File: config.mk
export PLATFORM = sky130hd
export DESIGN_NAME = gpio_port
export DESIGN_NICKNAME = d
export VERILOG_FILES = /design/src/common/gpio_port_pkg.sv /design/src/logic/pin_sync.sv /design/src/logic/edge_trigger.sv /design/src/logic/gpio_port.sv
export SDC_FILE = /design/constraint.sdc
export NUM_CORES = 1
export LEC_CHECK = 0
export BUFFER_PORTS_ARGS = -buffer_cell sky130_fd_sc_hd__buf_2
export CAP_MARGIN = 20
export CORE_AREA = 2 2 132 134
export CTS_BUF_LIST = sky130_fd_sc_hd__clkbuf_4 sky130_fd_sc_hd__clkbuf_8 sky130_fd_sc_hd__clkbuf_16
export CTS_CLUSTER_DIAMETER = 30
export DETAILED_ROUTE_END_ITERATION = 6
export DIE_AREA = 0 0 134 136
export SYNTH_ARGS = -nofsm -noshare
export SYNTH_HDL_FRONTEND = slang
export SYNTH_HIERARCHICAL = 1
export SYNTH_SLANG_ARGS = --single-unit
File: constraint.sdc
create_clock -name CLK_IN -period 2 [get_ports CLK_IN]
set_clock_uncertainty 0.15 [all_clocks]
set_input_delay 0.1 -clock CLK_IN [delete_from_list [all_inputs] [get_ports CLK_IN]]
set_output_delay 0.1 -clock CLK_IN [all_outputs]
set_load 0.1 [all_outputs]
File: src/common/gpio_port_pkg.sv
package gpio_port_pkg;

  // ****************************************
  // Port geometry.
  // ****************************************
  localparam int LINES = 8;
  localparam int ADDR_W = 8;

  // ****************************************
  // Register offsets, byte addresses.
  // ****************************************
  localparam logic [7:0] OFS_DATA = 8'h00;
  localparam logic [7:0] OFS_DIR = 8'h04;
  localparam logic [7:0] OFS_BITOP = 8'h08;
  localparam logic [7:0] OFS_INV_READ = 8'h0C;
  localparam logic [7:0] OFS_PULL = 8'h10;
  localparam logic [7:0] OFS_WAKE = 8'h14;
  localparam logic [7:0] OFS_TRIG = 8'h18;
  localparam logic [7:0] OFS_STATUS = 8'h1C;
  localparam logic [7:0] OFS_MASK = 8'h20;
  localparam logic [7:0] OFS_PDOWN = 8'h24;

  // ****************************************
  // Field positions.
  // ****************************************
  localparam int BITOP_IDX_LSB = 0;
  localparam int BITOP_OP_LSB = 4;
  localparam int TRIG0_LSB = 0;
  localparam int TRIG1_LSB = 2;
  localparam int ST_IRQ0 = 0;
  localparam int ST_IRQ1 = 1;
  localparam int ST_WAKE = 2;
  localparam int ST_W = 3;
  localparam int TIMER_LINE = 2;

  // ****************************************
  // Values after reset.
  // ****************************************
  localparam logic [7:0] RST_LATCH = 8'h00;
  localparam logic [7:0] RST_DIR = 8'hFF;
  localparam logic [7:0] RST_PULL = 8'h00;
  localparam logic [7:0] RST_WAKE = 8'h00;
  localparam logic [3:0] RST_TRIG = 4'h0;
  localparam logic [2:0] RST_STATUS = 3'h0;
  localparam logic [2:0] RST_MASK = 3'h0;

  // ****************************************
  // Encodings.
  // ****************************************
  typedef enum logic [1:0] {
    TRIG_OFF = 2'h0,
    TRIG_RISE = 2'h1,
    TRIG_FALL = 2'h2,
    TRIG_BOTH = 2'h3
  } trig_type;

  localparam logic [1:0] BITOP_SET = 2'h1;
  localparam logic [1:0] BITOP_CLR = 2'h2;
  localparam logic [1:0] BITOP_INV = 2'h3;

endpackage

File: src/logic/pin_sync.sv
module pin_sync (
  input wire logic CLK_IN,
  input wire logic NRST_IN,
  input wire logic CE_IN,
  input wire logic [7:0] PAD_IN,
  output logic [7:0] SYNC_OUT
);

  typedef struct packed {
    logic [7:0] meta;
    logic [7:0] sync;
  } sync_state_type;

  sync_state_type state_q;
  sync_state_type state_d;

  // Only the second stage is visible; the first settles metastability.
  always_comb begin
    state_d = state_q;
    if (CE_IN) begin
      state_d.meta = PAD_IN;
      state_d.sync = state_q.meta;
    end
  end

  always_ff @(posedge CLK_IN) begin
    if (!NRST_IN) begin
      state_q <= '0;
    end else begin
      state_q <= state_d;
    end
  end

  assign SYNC_OUT = state_q.sync;

endmodule

File: src/logic/edge_trigger.sv
module edge_trigger (
  input wire logic CLK_IN,
  input wire logic NRST_IN,
  input wire logic CE_IN,
  input wire logic SIG_IN,
  input wire gpio_port_pkg::trig_type MODE_IN,
  output logic HIT_OUT
);

  typedef struct packed {
    logic prev;
    logic [2:0] warm;
  } trig_state_type;

  trig_state_type state_q;
  trig_state_type state_d;
  logic rise;
  logic fall;

  // The detector stays blind until the synchroniser and the previous sample hold real levels.
  // Otherwise a pulled-high pin would fake a rising edge just after reset.
  assign rise = state_q.warm[2] && SIG_IN && !state_q.prev;
  assign fall = state_q.warm[2] && !SIG_IN && state_q.prev;

  always_comb begin
    state_d = state_q;
    if (CE_IN) begin
      state_d.prev = SIG_IN;
      state_d.warm = {state_q.warm[1:0], 1'b1};
    end
  end

  always_ff @(posedge CLK_IN) begin
    if (!NRST_IN) begin
      state_q <= '0;
    end else begin
      state_q <= state_d;
    end
  end

  always_comb begin
    unique case (MODE_IN)
      gpio_port_pkg::TRIG_OFF: HIT_OUT = 1'b0;
      gpio_port_pkg::TRIG_RISE: HIT_OUT = CE_IN && rise;
      gpio_port_pkg::TRIG_FALL: HIT_OUT = CE_IN && fall;
      gpio_port_pkg::TRIG_BOTH: HIT_OUT = CE_IN && (rise || fall);
    endcase
  end
endmodule

File: src/logic/gpio_port.sv
// Summary of operation
// - One port of eight bidirectional lines.
// - Output latches hold until rewritten.
// - Direction bit: 1 input, 0 output.
// - Read returns pad or latch per direction.
// - Reset makes every line an input.
// - Per-line pull-high enable.
// - Single bits settable and clearable alone.
// - Bit operations read, modify, write back.
// - Per-line wake-up enable from power-down.
// - Lines 0-2 feed interrupts and timer.
// - Interrupt trigger: off, rise, fall, both.
//
// Design decisions made here: the APB interface to the registers and the register addresses.
module gpio_port (
  input wire logic CLK_IN,
  input wire logic NRST_IN,
  input wire logic CE_IN,
  input wire logic PSEL_IN,
  input wire logic PENABLE_IN,
  input wire logic PWRITE_IN,
  input wire logic [7:0] PADDR_IN,
  input wire logic [31:0] PWDATA_IN,
  output logic [31:0] PRDATA_OUT,
  output logic PREADY_OUT,
  output logic PSLVERR_OUT,
  input wire logic [7:0] PAD_IN,
  output logic [7:0] PAD_OUT,
  output logic [7:0] PAD_OE_OUT,
  output logic [7:0] PULL_EN_OUT,
  output logic TIMER_EVENT_OUT,
  output logic WAKE_REQ_OUT,
  output logic POWERED_DOWN_OUT,
  output logic IRQ_OUT
);

  // ****************************************
  // State.
  // ****************************************
  typedef struct packed {
    logic [7:0] latch;
    logic [7:0] dir;
    logic [7:0] pull;
    logic [7:0] wake_en;
    logic [3:0] trig;
    logic [2:0] status;
    logic [2:0] mask;
    logic pdown;
    logic wake_req;
    logic [7:0] pad_prev;
    logic [31:0] rdata;
    logic slverr;
  } port_state_type;

  port_state_type state_q;
  port_state_type state_d;

  logic [7:0] pad_s;
  logic [1:0] irq_hit;
  logic setup;
  logic access_wr;
  logic [7:0] port_rd;
  logic [7:0] wake_chg;

  // ****************************************
  // Helpers.
  // ****************************************
  function automatic logic [7:0] port_value(input logic [7:0] pad, input logic [7:0] lat,
                                            input logic [7:0] dir);
    port_value = (pad & dir) | (lat & ~dir);
  endfunction

  function automatic logic addr_mapped(input logic [7:0] a);
    unique case (a)
      gpio_port_pkg::OFS_DATA, gpio_port_pkg::OFS_DIR, gpio_port_pkg::OFS_BITOP,
      gpio_port_pkg::OFS_INV_READ, gpio_port_pkg::OFS_PULL, gpio_port_pkg::OFS_WAKE,
      gpio_port_pkg::OFS_TRIG, gpio_port_pkg::OFS_STATUS, gpio_port_pkg::OFS_MASK,
      gpio_port_pkg::OFS_PDOWN: addr_mapped = 1'b1;
      default: addr_mapped = 1'b0;
    endcase
  endfunction

  // ****************************************
  // Pad inputs.
  // ****************************************
  // Inputs pass a two-stage synchroniser, so the sample taken is what the pad showed two enabled cycles earlier.
  pin_sync u_sync (
    .CLK_IN(CLK_IN),
    .NRST_IN(NRST_IN),
    .CE_IN(CE_IN),
    .PAD_IN(PAD_IN),
    .SYNC_OUT(pad_s)
  );

  genvar g;
  generate
    for (g = 0; g < 2; g++) begin : g_irq
      edge_trigger u_trig (
        .CLK_IN(CLK_IN),
        .NRST_IN(NRST_IN),
        .CE_IN(CE_IN),
        .SIG_IN(pad_s[g]),
        .MODE_IN(gpio_port_pkg::trig_type'(state_q.trig[2*g +: 2])),
        .HIT_OUT(irq_hit[g])
      );
    end
  endgenerate

  assign TIMER_EVENT_OUT = pad_s[gpio_port_pkg::TIMER_LINE];

  // ****************************************
  // Bus decode.
  // ****************************************
  assign setup = CE_IN && PSEL_IN && !PENABLE_IN;
  assign access_wr = CE_IN && PSEL_IN && PENABLE_IN && PWRITE_IN;
  assign port_rd = port_value(pad_s, state_q.latch, state_q.dir);
  assign wake_chg = (pad_s ^ state_q.pad_prev) & state_q.wake_en & state_q.dir;

  // ****************************************
  // Next state.
  // ****************************************
  always_comb begin
    logic [2:0] idx;
    logic [1:0] op;
    logic [7:0] rmw;
    logic [2:0] st_set;
    logic [2:0] st_clr;
    idx = PWDATA_IN[gpio_port_pkg::BITOP_IDX_LSB +: 3];
    op = PWDATA_IN[gpio_port_pkg::BITOP_OP_LSB +: 2];
    rmw = port_rd;
    st_set = '0;
    st_clr = '0;
    state_d = state_q;
    state_d.wake_req = 1'b0;
    if (CE_IN) begin
      state_d.pad_prev = pad_s;
      st_set[gpio_port_pkg::ST_IRQ0] = irq_hit[0];
      st_set[gpio_port_pkg::ST_IRQ1] = irq_hit[1];
      if (state_q.pdown && (|wake_chg)) begin
        state_d.pdown = 1'b0;
        state_d.wake_req = 1'b1;
        st_set[gpio_port_pkg::ST_WAKE] = 1'b1;
      end
      if (setup) begin
        state_d.slverr = !addr_mapped(PADDR_IN);
        unique case (PADDR_IN)
          gpio_port_pkg::OFS_DATA: state_d.rdata = {24'h000000, port_rd};
          gpio_port_pkg::OFS_DIR: state_d.rdata = {24'h000000, state_q.dir};
          gpio_port_pkg::OFS_INV_READ: state_d.rdata = {24'h000000, ~port_rd};
          gpio_port_pkg::OFS_PULL: state_d.rdata = {24'h000000, state_q.pull};
          gpio_port_pkg::OFS_WAKE: state_d.rdata = {24'h000000, state_q.wake_en};
          gpio_port_pkg::OFS_TRIG: state_d.rdata = {28'h0000000, state_q.trig};
          gpio_port_pkg::OFS_STATUS: state_d.rdata = {29'h00000000, state_q.status};
          gpio_port_pkg::OFS_MASK: state_d.rdata = {29'h00000000, state_q.mask};
          gpio_port_pkg::OFS_PDOWN: state_d.rdata = {31'h00000000, state_q.pdown};
          default: state_d.rdata = 32'h00000000;
        endcase
      end
      if (access_wr) begin
        unique case (PADDR_IN)
          gpio_port_pkg::OFS_DATA: state_d.latch = PWDATA_IN[7:0];
          gpio_port_pkg::OFS_DIR: state_d.dir = PWDATA_IN[7:0];
          gpio_port_pkg::OFS_BITOP: begin
            unique case (op)
              gpio_port_pkg::BITOP_SET: rmw[idx] = 1'b1;
              gpio_port_pkg::BITOP_CLR: rmw[idx] = 1'b0;
              gpio_port_pkg::BITOP_INV: rmw = ~rmw;
              default: rmw = port_rd;
            endcase
            if (op != 2'h0) begin
              state_d.latch = rmw;
            end
          end
          gpio_port_pkg::OFS_PULL: state_d.pull = PWDATA_IN[7:0];
          gpio_port_pkg::OFS_WAKE: state_d.wake_en = PWDATA_IN[7:0];
          gpio_port_pkg::OFS_TRIG: state_d.trig = PWDATA_IN[3:0];
          gpio_port_pkg::OFS_STATUS: st_clr = PWDATA_IN[2:0];
          gpio_port_pkg::OFS_MASK: state_d.mask = PWDATA_IN[2:0];
          gpio_port_pkg::OFS_PDOWN: begin
            if (!(state_q.pdown && (|wake_chg))) begin
              state_d.pdown = PWDATA_IN[0];
            end
          end
          default: state_d.latch = state_q.latch;
        endcase
      end
      // A new event wins over a clear written in the same cycle.
      state_d.status = (state_q.status & ~st_clr) | st_set;
    end
  end

  always_ff @(posedge CLK_IN) begin
    if (!NRST_IN) begin
      state_q.latch <= gpio_port_pkg::RST_LATCH;
      state_q.dir <= gpio_port_pkg::RST_DIR;
      state_q.pull <= gpio_port_pkg::RST_PULL;
      state_q.wake_en <= gpio_port_pkg::RST_WAKE;
      state_q.trig <= gpio_port_pkg::RST_TRIG;
      state_q.status <= gpio_port_pkg::RST_STATUS;
      state_q.mask <= gpio_port_pkg::RST_MASK;
      state_q.pdown <= 1'b0;
      state_q.wake_req <= 1'b0;
      state_q.pad_prev <= 8'h00;
      state_q.rdata <= 32'h00000000;
      state_q.slverr <= 1'b0;
    end else begin
      state_q <= state_d;
    end
  end

  // ****************************************
  // Outputs.
  // ****************************************
  // Push-pull drive only on output lines; inputs stay released.
  assign PAD_OUT = state_q.latch;
  assign PAD_OE_OUT = ~state_q.dir;
  assign PULL_EN_OUT = state_q.pull;
  assign WAKE_REQ_OUT = state_q.wake_req;
  assign POWERED_DOWN_OUT = state_q.pdown;
  assign IRQ_OUT = |(state_q.status & state_q.mask);
  assign PREADY_OUT = 1'b1;
  assign PRDATA_OUT = state_q.rdata;
  assign PSLVERR_OUT = state_q.slverr && PSEL_IN && PENABLE_IN;
endmodule

### Word-level counts from Yosys, hierarchy flattened

Cells that the tools add are included.

* add/subtract/negate cells: 0
* multipliers: 0
* div/mod/pow operators: 0
* magnitude comparators: 2
* equality and inequality tests: 19
* shift operators: 0
* multiplexer cells: 20
* bitwise gates (word level): 15
* reduce and logical (&&, ||, !) cells: 46

Operator list (count)
* $pmux 8 s9: 1
* $and 8x8->8: 5
* $eq 8x5->1 const B: 4
* $not 8->8: 3
* $pmux 8 s3: 1
* $logic_and 1x1->1: 22
* $eq 8x4->1 const B: 2
* $eq 8x6->1 const B: 2
* $or 8x8->8: 2
* $pmux 8 s2: 1
* $reduce_and 3->1: 5
* $eq 2x2->1 const B: 6
* $reduce_or 10->1: 1
* $mux 1: 9
* $mux 3: 3
* $eq 8x3->1 const B: 1
* $logic_not 8->1: 1
* $mux 8: 1
* $pmux 1 s4: 2
* $reduce_or 8->1: 1
* $xor 8x8->8: 1
* $and 3x3->3: 2
* $eq 2x1->1 const B: 3
* $logic_not 1->1: 6
* other kinds (13): 17

* register bits after elaboration: 109
* bits in latches: 0
* RAM bits: 0
* memory bits (read-only): 0
* word-level logic and storage cells: 120
* memories kept: 0

### Logic depth before layout (Yosys ltp)

* depth after elaboration: 9
* mapped depth: 7
* mapped depth without buffers: 4

### Modules after synthesis

Netlist, hierarchy kept.

By module, submodules not included
* gpio_port: times used 1, cells each 455, area each 3915.0 sq um
* pin_sync: times used 1, cells each 59, area each 675.6 sq um
* edge_trigger: times used 2, cells each 16, area each 171.4 sq um

### Worst setup path after synthesis

OpenSTA, ideal clock, no wires.

* path kind: reg-to-reg
* start point: register state_q, in the netlist POWERED_DOWN_OUT
* end point: register state_q, in the netlist PRDATA_OUT[0]
* library setup time: 130 ps
* arrival time: 1582 ps
* data required time: 1720 ps
* path slack: 138 ps
* stages on the path, launching flop included: 5
* buffers on the path: 0
* path through: dfxtp_1 mux2_2 a22o_1 a221oi_1 a22oi_1

* word-level cells in the longest chain between the ends: 1

RTL lines
* start: declaration: RTL line gpio_port.sv:55 `port_state_type state_q;`
* start signal: assignment: RTL line gpio_port.sv:207 `state_q <= state_d;`
* $pmux 8 s9: RTL line gpio_port.sv:146 `unique case (PADDR_IN)`

Every way passes these cells.
A chain may end at the register's enable or synchronous reset.

### Worst setup path after layout

* start point: input PWDATA_IN[1]
* end point: register state_q, in the netlist PAD_OUT[4]

* word-level cells in the longest chain between the ends: 9
* elaborated cells between the ends (all ways): 11

RTL lines
* start: declaration: RTL line gpio_port.sv:23 `input wire logic [31:0] PWDATA_IN,`
* $lt 3x4->1 (implied by the code) / $ge 3x1->1 (equally long branches): RTL line gpio_port.sv:165, gpio_port.sv:166
* $logic_and 1x1->1 (implied by the code): RTL line gpio_port.sv:165, gpio_port.sv:166
* $mux 1 (implied by the code): RTL line gpio_port.sv:165, gpio_port.sv:166
* $demux 1 s3 *: RTL line gpio_port.sv:165, gpio_port.sv:166
* $not 8->8 (no source line)
* $and 8x8->8 (no source line)
* $pmux 8 s3 *: RTL line gpio_port.sv:164 `unique case (op)`
* $mux 8 *: RTL line gpio_port.sv:170 `if (op != 2'h0) begin`
* $pmux 8 s2 *: RTL line gpio_port.sv:160 `unique case (PADDR_IN)`

Every way passes the cells marked *; elsewhere a longest branch is shown, timed or not. The select of a mux whose other input is x is not followed.

==> flow_summary.ini <==
[outcome]
outcome = completed

[pwr]
p_leak_nw = 2.46
cellPowerDensity_mw_per_mm2 = 718
seqPwrFrac_pct = 42.6
irDropWorstVdd_mv = 0.337
combPwrFrac_pct = 13.8
swShare_pct = 29.8
pwr-share-clk_pct = 43.6
intPower_mw = 2.87
switchingPower_mw = 1.21

[worst_setup_path]
crit_start = PWDATA_IN[1]
r2r_cells = 4
crit_family = buffers and inverters
critical_path_buf_inv_count = 3
r2r-end = PRDATA_OUT[7]$_SDFFE_PN0P_
crit_cells = 7
critPathLaunchType = primary input
crit_required_ns = 2.13
crit_fanout = 10
path_class = in2reg
max_stage_delay_ns = 0.53
r2r_setup_slack_ns = 0.27
r2r-start = state_q[76]$_SDFFE_PN1P_
slowest_stage = dlygate4sd3_1
end_kind = flop
arrival_ns = 1.89
cp_cell_sequence = dlygate4sd3_1 > buf_2 > buf_4 > nor3b_1 > and3_1 > or4_4 > o21ai_2
crit_end = PAD_OUT[4]$_SDFFE_PN0P_

[clock_network]
path_clk_slew_ns = 0.07
cts_resized = 0
cts_sinks = 85
cts.path.max_buffers = 2
cts_htree_levels = 3
cts_buffers = 9
post_cts_buffers = 0
cts-root-buf = clkbuf_16
clkLatencyLatePin_ns = 0.35
ctsHoldBuffers = 12
cts_tree = built

[hold_path]
hp-class = in2reg
worstHoldStart = NRST_IN

[route]
routed_wl_um = 13600
drt-pass1-iter-count = 5
drc = 0
viasPerCell = 4.90
wl_per_cell_um = 16.4
ant_nets = 0
vias = 4063
drt_iter0_markers = 346

[floorplan]
start_util_pct = 29.2
die_h_um = 136
die_w_um = 134
die-area_mm2 = 0.0182
ios = 116
core_mm2 = 0.0169
fp-row-count = 48

[place]
portBuffers = 66
pre_cts_slack_ns = 0.107
place_hpwl_um = 10300
place_congestion = 0.866
dpl-instance-area_mm2 = 0.00525

[sta]
rsz0062_at_grt = false
tns_ns = 0
final.setup.worst_slack_ns = 0.238
finalCriticalPeriod_ns = 1.76
slew_headroom_pct = 60.8
final.period_utilization_pct = 88.1
hold_viol_final = 0
maxSlewViolCount = 0
tightest_slew_ns = 0.571
setup_viol = 0
fmax_mhz = 568

[yosys]
syn_avg_cell_area_um2 = 9.04
synthArstFlopShare_pct = 0
syn-cell-area_mm2 = 0.00493
syn_inst = 546
synth_edf_count = 0
ys_seq_elements = 85
yosys_warnings = 6
synth_ff_type = dfxtp_1
ys_seq_area_share_pct = 34.5
synth_cell_types = 68

[cells_and_area]
antennaDiodeCount = 0
final_cell_area_mm2 = 0.00568
nets = 653
drive_gt1_share_pct = 22.5
finalCoreUtilization_pct = 33.7
area_delta_synth_final_pct = 15.2

[global_route]
grt_usage_pct = 15.2
grt_pass1_vias = 3733
antenna_found_initial = 0
grt_start_max_net_pins = 37
grt_overflow_total = 0
grt_pass1_wl_um = 21200

[flow_run]
maxCapViolations = 0
==> stage by stage <==
step | hold slack [ns] | std cells | power (mW)
2_1_floorplan | 0.0675 | 569 | 2.24
3_3_place_gp | 0.207 | 801 | 2.31
3_5_place_dp | 0.214 | 801 | 2.32
4_1_cts | 0.00705 | 829 | 4.12
5_1_grt | 0.0143 | 829 | 4.24
6_report | 0.00551 | 829 | 4.08
==> state kept, by name (all words and copies together) (netlist names) <==
register / cells
state_q: 35
PAD_OUT: 8
PRDATA_OUT: 8
PULL_EN_OUT: 8
g_irq.u_trig/state_q: 8
u_sync/SYNC_OUT: 8
u_sync/state_q: 8
POWERED_DOWN_OUT: 1
WAKE_REQ_OUT: 1
==> placed cells by master (no fill, tap or decap), drive strengths merged, types with 5 or more instances in the layout <==
master       synthesis  layout
dlygate4sd3          0      12
nand2               34      34
nor2b               22      22
inv                 16      20
or3b                 6       6
conb                 2      25
nor3                 7       7
a21oi                8       8
and3                 7       7
clkbuf              17       9
o21ai               11      11
buf                 74      98
a22oi                5       5
nor2                47      47
nor4                12      12
nand2b               6       6
o31ai                7       7
xnor2                9       9
o211ai              18      18
dfxtp               85      85
mux2i               66      66
nand3               16      16
a31oi                6       6
nand3b               6       6
==> worst register-to-register path, cell delays in order (launching register included) <==
cell and delay (ns):
dfxtp_1 0.42, mux2i_1 0.37, mux2_2 0.38, a22oi_1 0.22
o21ai_1 0.08
==> layout make-up <==
| cell class | count | area, um2 |
|---|---|---|
| Clock buffer | 9 | 225 |
| Clock inverter | 7 | 91.3 |
| Fill cell | 1791 | 11200 |
| Inverter | 16 | 60.1 |
| Multi-Input combinational cell | 377 | 2630 |
| Sequential cell | 85 | 1700 |
| Tap cell | 225 | 282 |
| Timing Repair Buffer | 110 | 691 |
==> power groups by stage <==
stage	Clock [mW]	Sequential [mW]	Combinational, mW
final	1.78	1.74	0.563
after global placement	0	1.78	0.539
after global routing	1.90	1.74	0.594
after detailed placement	0	1.78	0.542
after floorplan	0	1.77	0.479
after CTS	1.82	1.74	0.561
==> Yosys cell counts (3+ instances only) <==
cell	count	share of area, %
nand3b_1	6	0.91
and3b_1	3	0.53
buf_6	5	1.1
o22a_1	3	0.53
o211a_1	3	0.61
a31oi_1	6	0.76
xnor2_1	9	1.6
and3_1	7	0.89
o211ai_1	18	2.7
nor4_1	10	1.3
or3b_2	3	0.53
dfxtp_1	85	34
nor2_1	45	3.4
mux2_2	4	0.91
nand2_1	34	2.6
nor3_1	6	0.61
nor2b_1	22	2.8
nand3_1	16	1.6
o21ai_1	5	0.51
o31ai_1	5	0.76
o41ai_1	3	0.53
a22oi_1	5	0.76
inv_1	16	1.2
buf_2	9	0.91
o21ai_0	5	0.51
a21oi_1	8	0.81
nor3b_1	3	0.46
a311oi_1	3	0.53
clkbuf_1	17	1.3
o22ai_1	4	0.51
buf_4	58	8.8
mux2i_1	66	13
or3b_1	3	0.53
nand2b_1	6	0.76
==> routing by layer <==
layer / up-vias / global-route usage, % / part of all wire (%)
met5: - / 0 / 0
met4: 0 / 5.50 / 2.2
li1: 1988 / - / -
met2: 141 / 22.4 / 43
met1: 1913 / 21.2 / 49
met3: 21 / 4.03 / 5.6
==> how the worst min path moves through the flow <==
stage / end / slack, ns / cells past startpoint
after floorplan: g_irq[0].u_trig/state_q[0]$_SDFFE_PN0P_ / 0.07 / 1
after global placement: u_sync/state_q[8]$_SDFFE_PN0P_ / 0.21 / 3
after detailed placement: u_sync/state_q[14]$_SDFFE_PN0P_ / 0.21 / 3
after CTS: g_irq[0].u_trig/state_q[0]$_SDFFE_PN0P_ / 0.007 / 3
after global routing: PRDATA_OUT[0]$_SDFFE_PN0P_ / 0.01 / 4
final: g_irq[0].u_trig/state_q[0]$_SDFFE_PN0P_ / 0.006 / 3
==> logic make-up (layout without fill, tap and decap cells) <==
logic type | Yosys count | after routing | synth area share [%]
AND/OR/NAND/NOR | 186 | 186 | 21.9
buffers and inverters | 107 | 142 | 13.9
AO/OA/AOI/OAI | 85 | 85 | 12.8
flip-flops | 85 | 85 | 34.5
multiplexers | 72 | 72 | 15.2
XOR/XNOR | 9 | 9 | 1.60
other | 2 | 25 | 0.152
No activity file was read; power rests on OpenSTA's default activity.
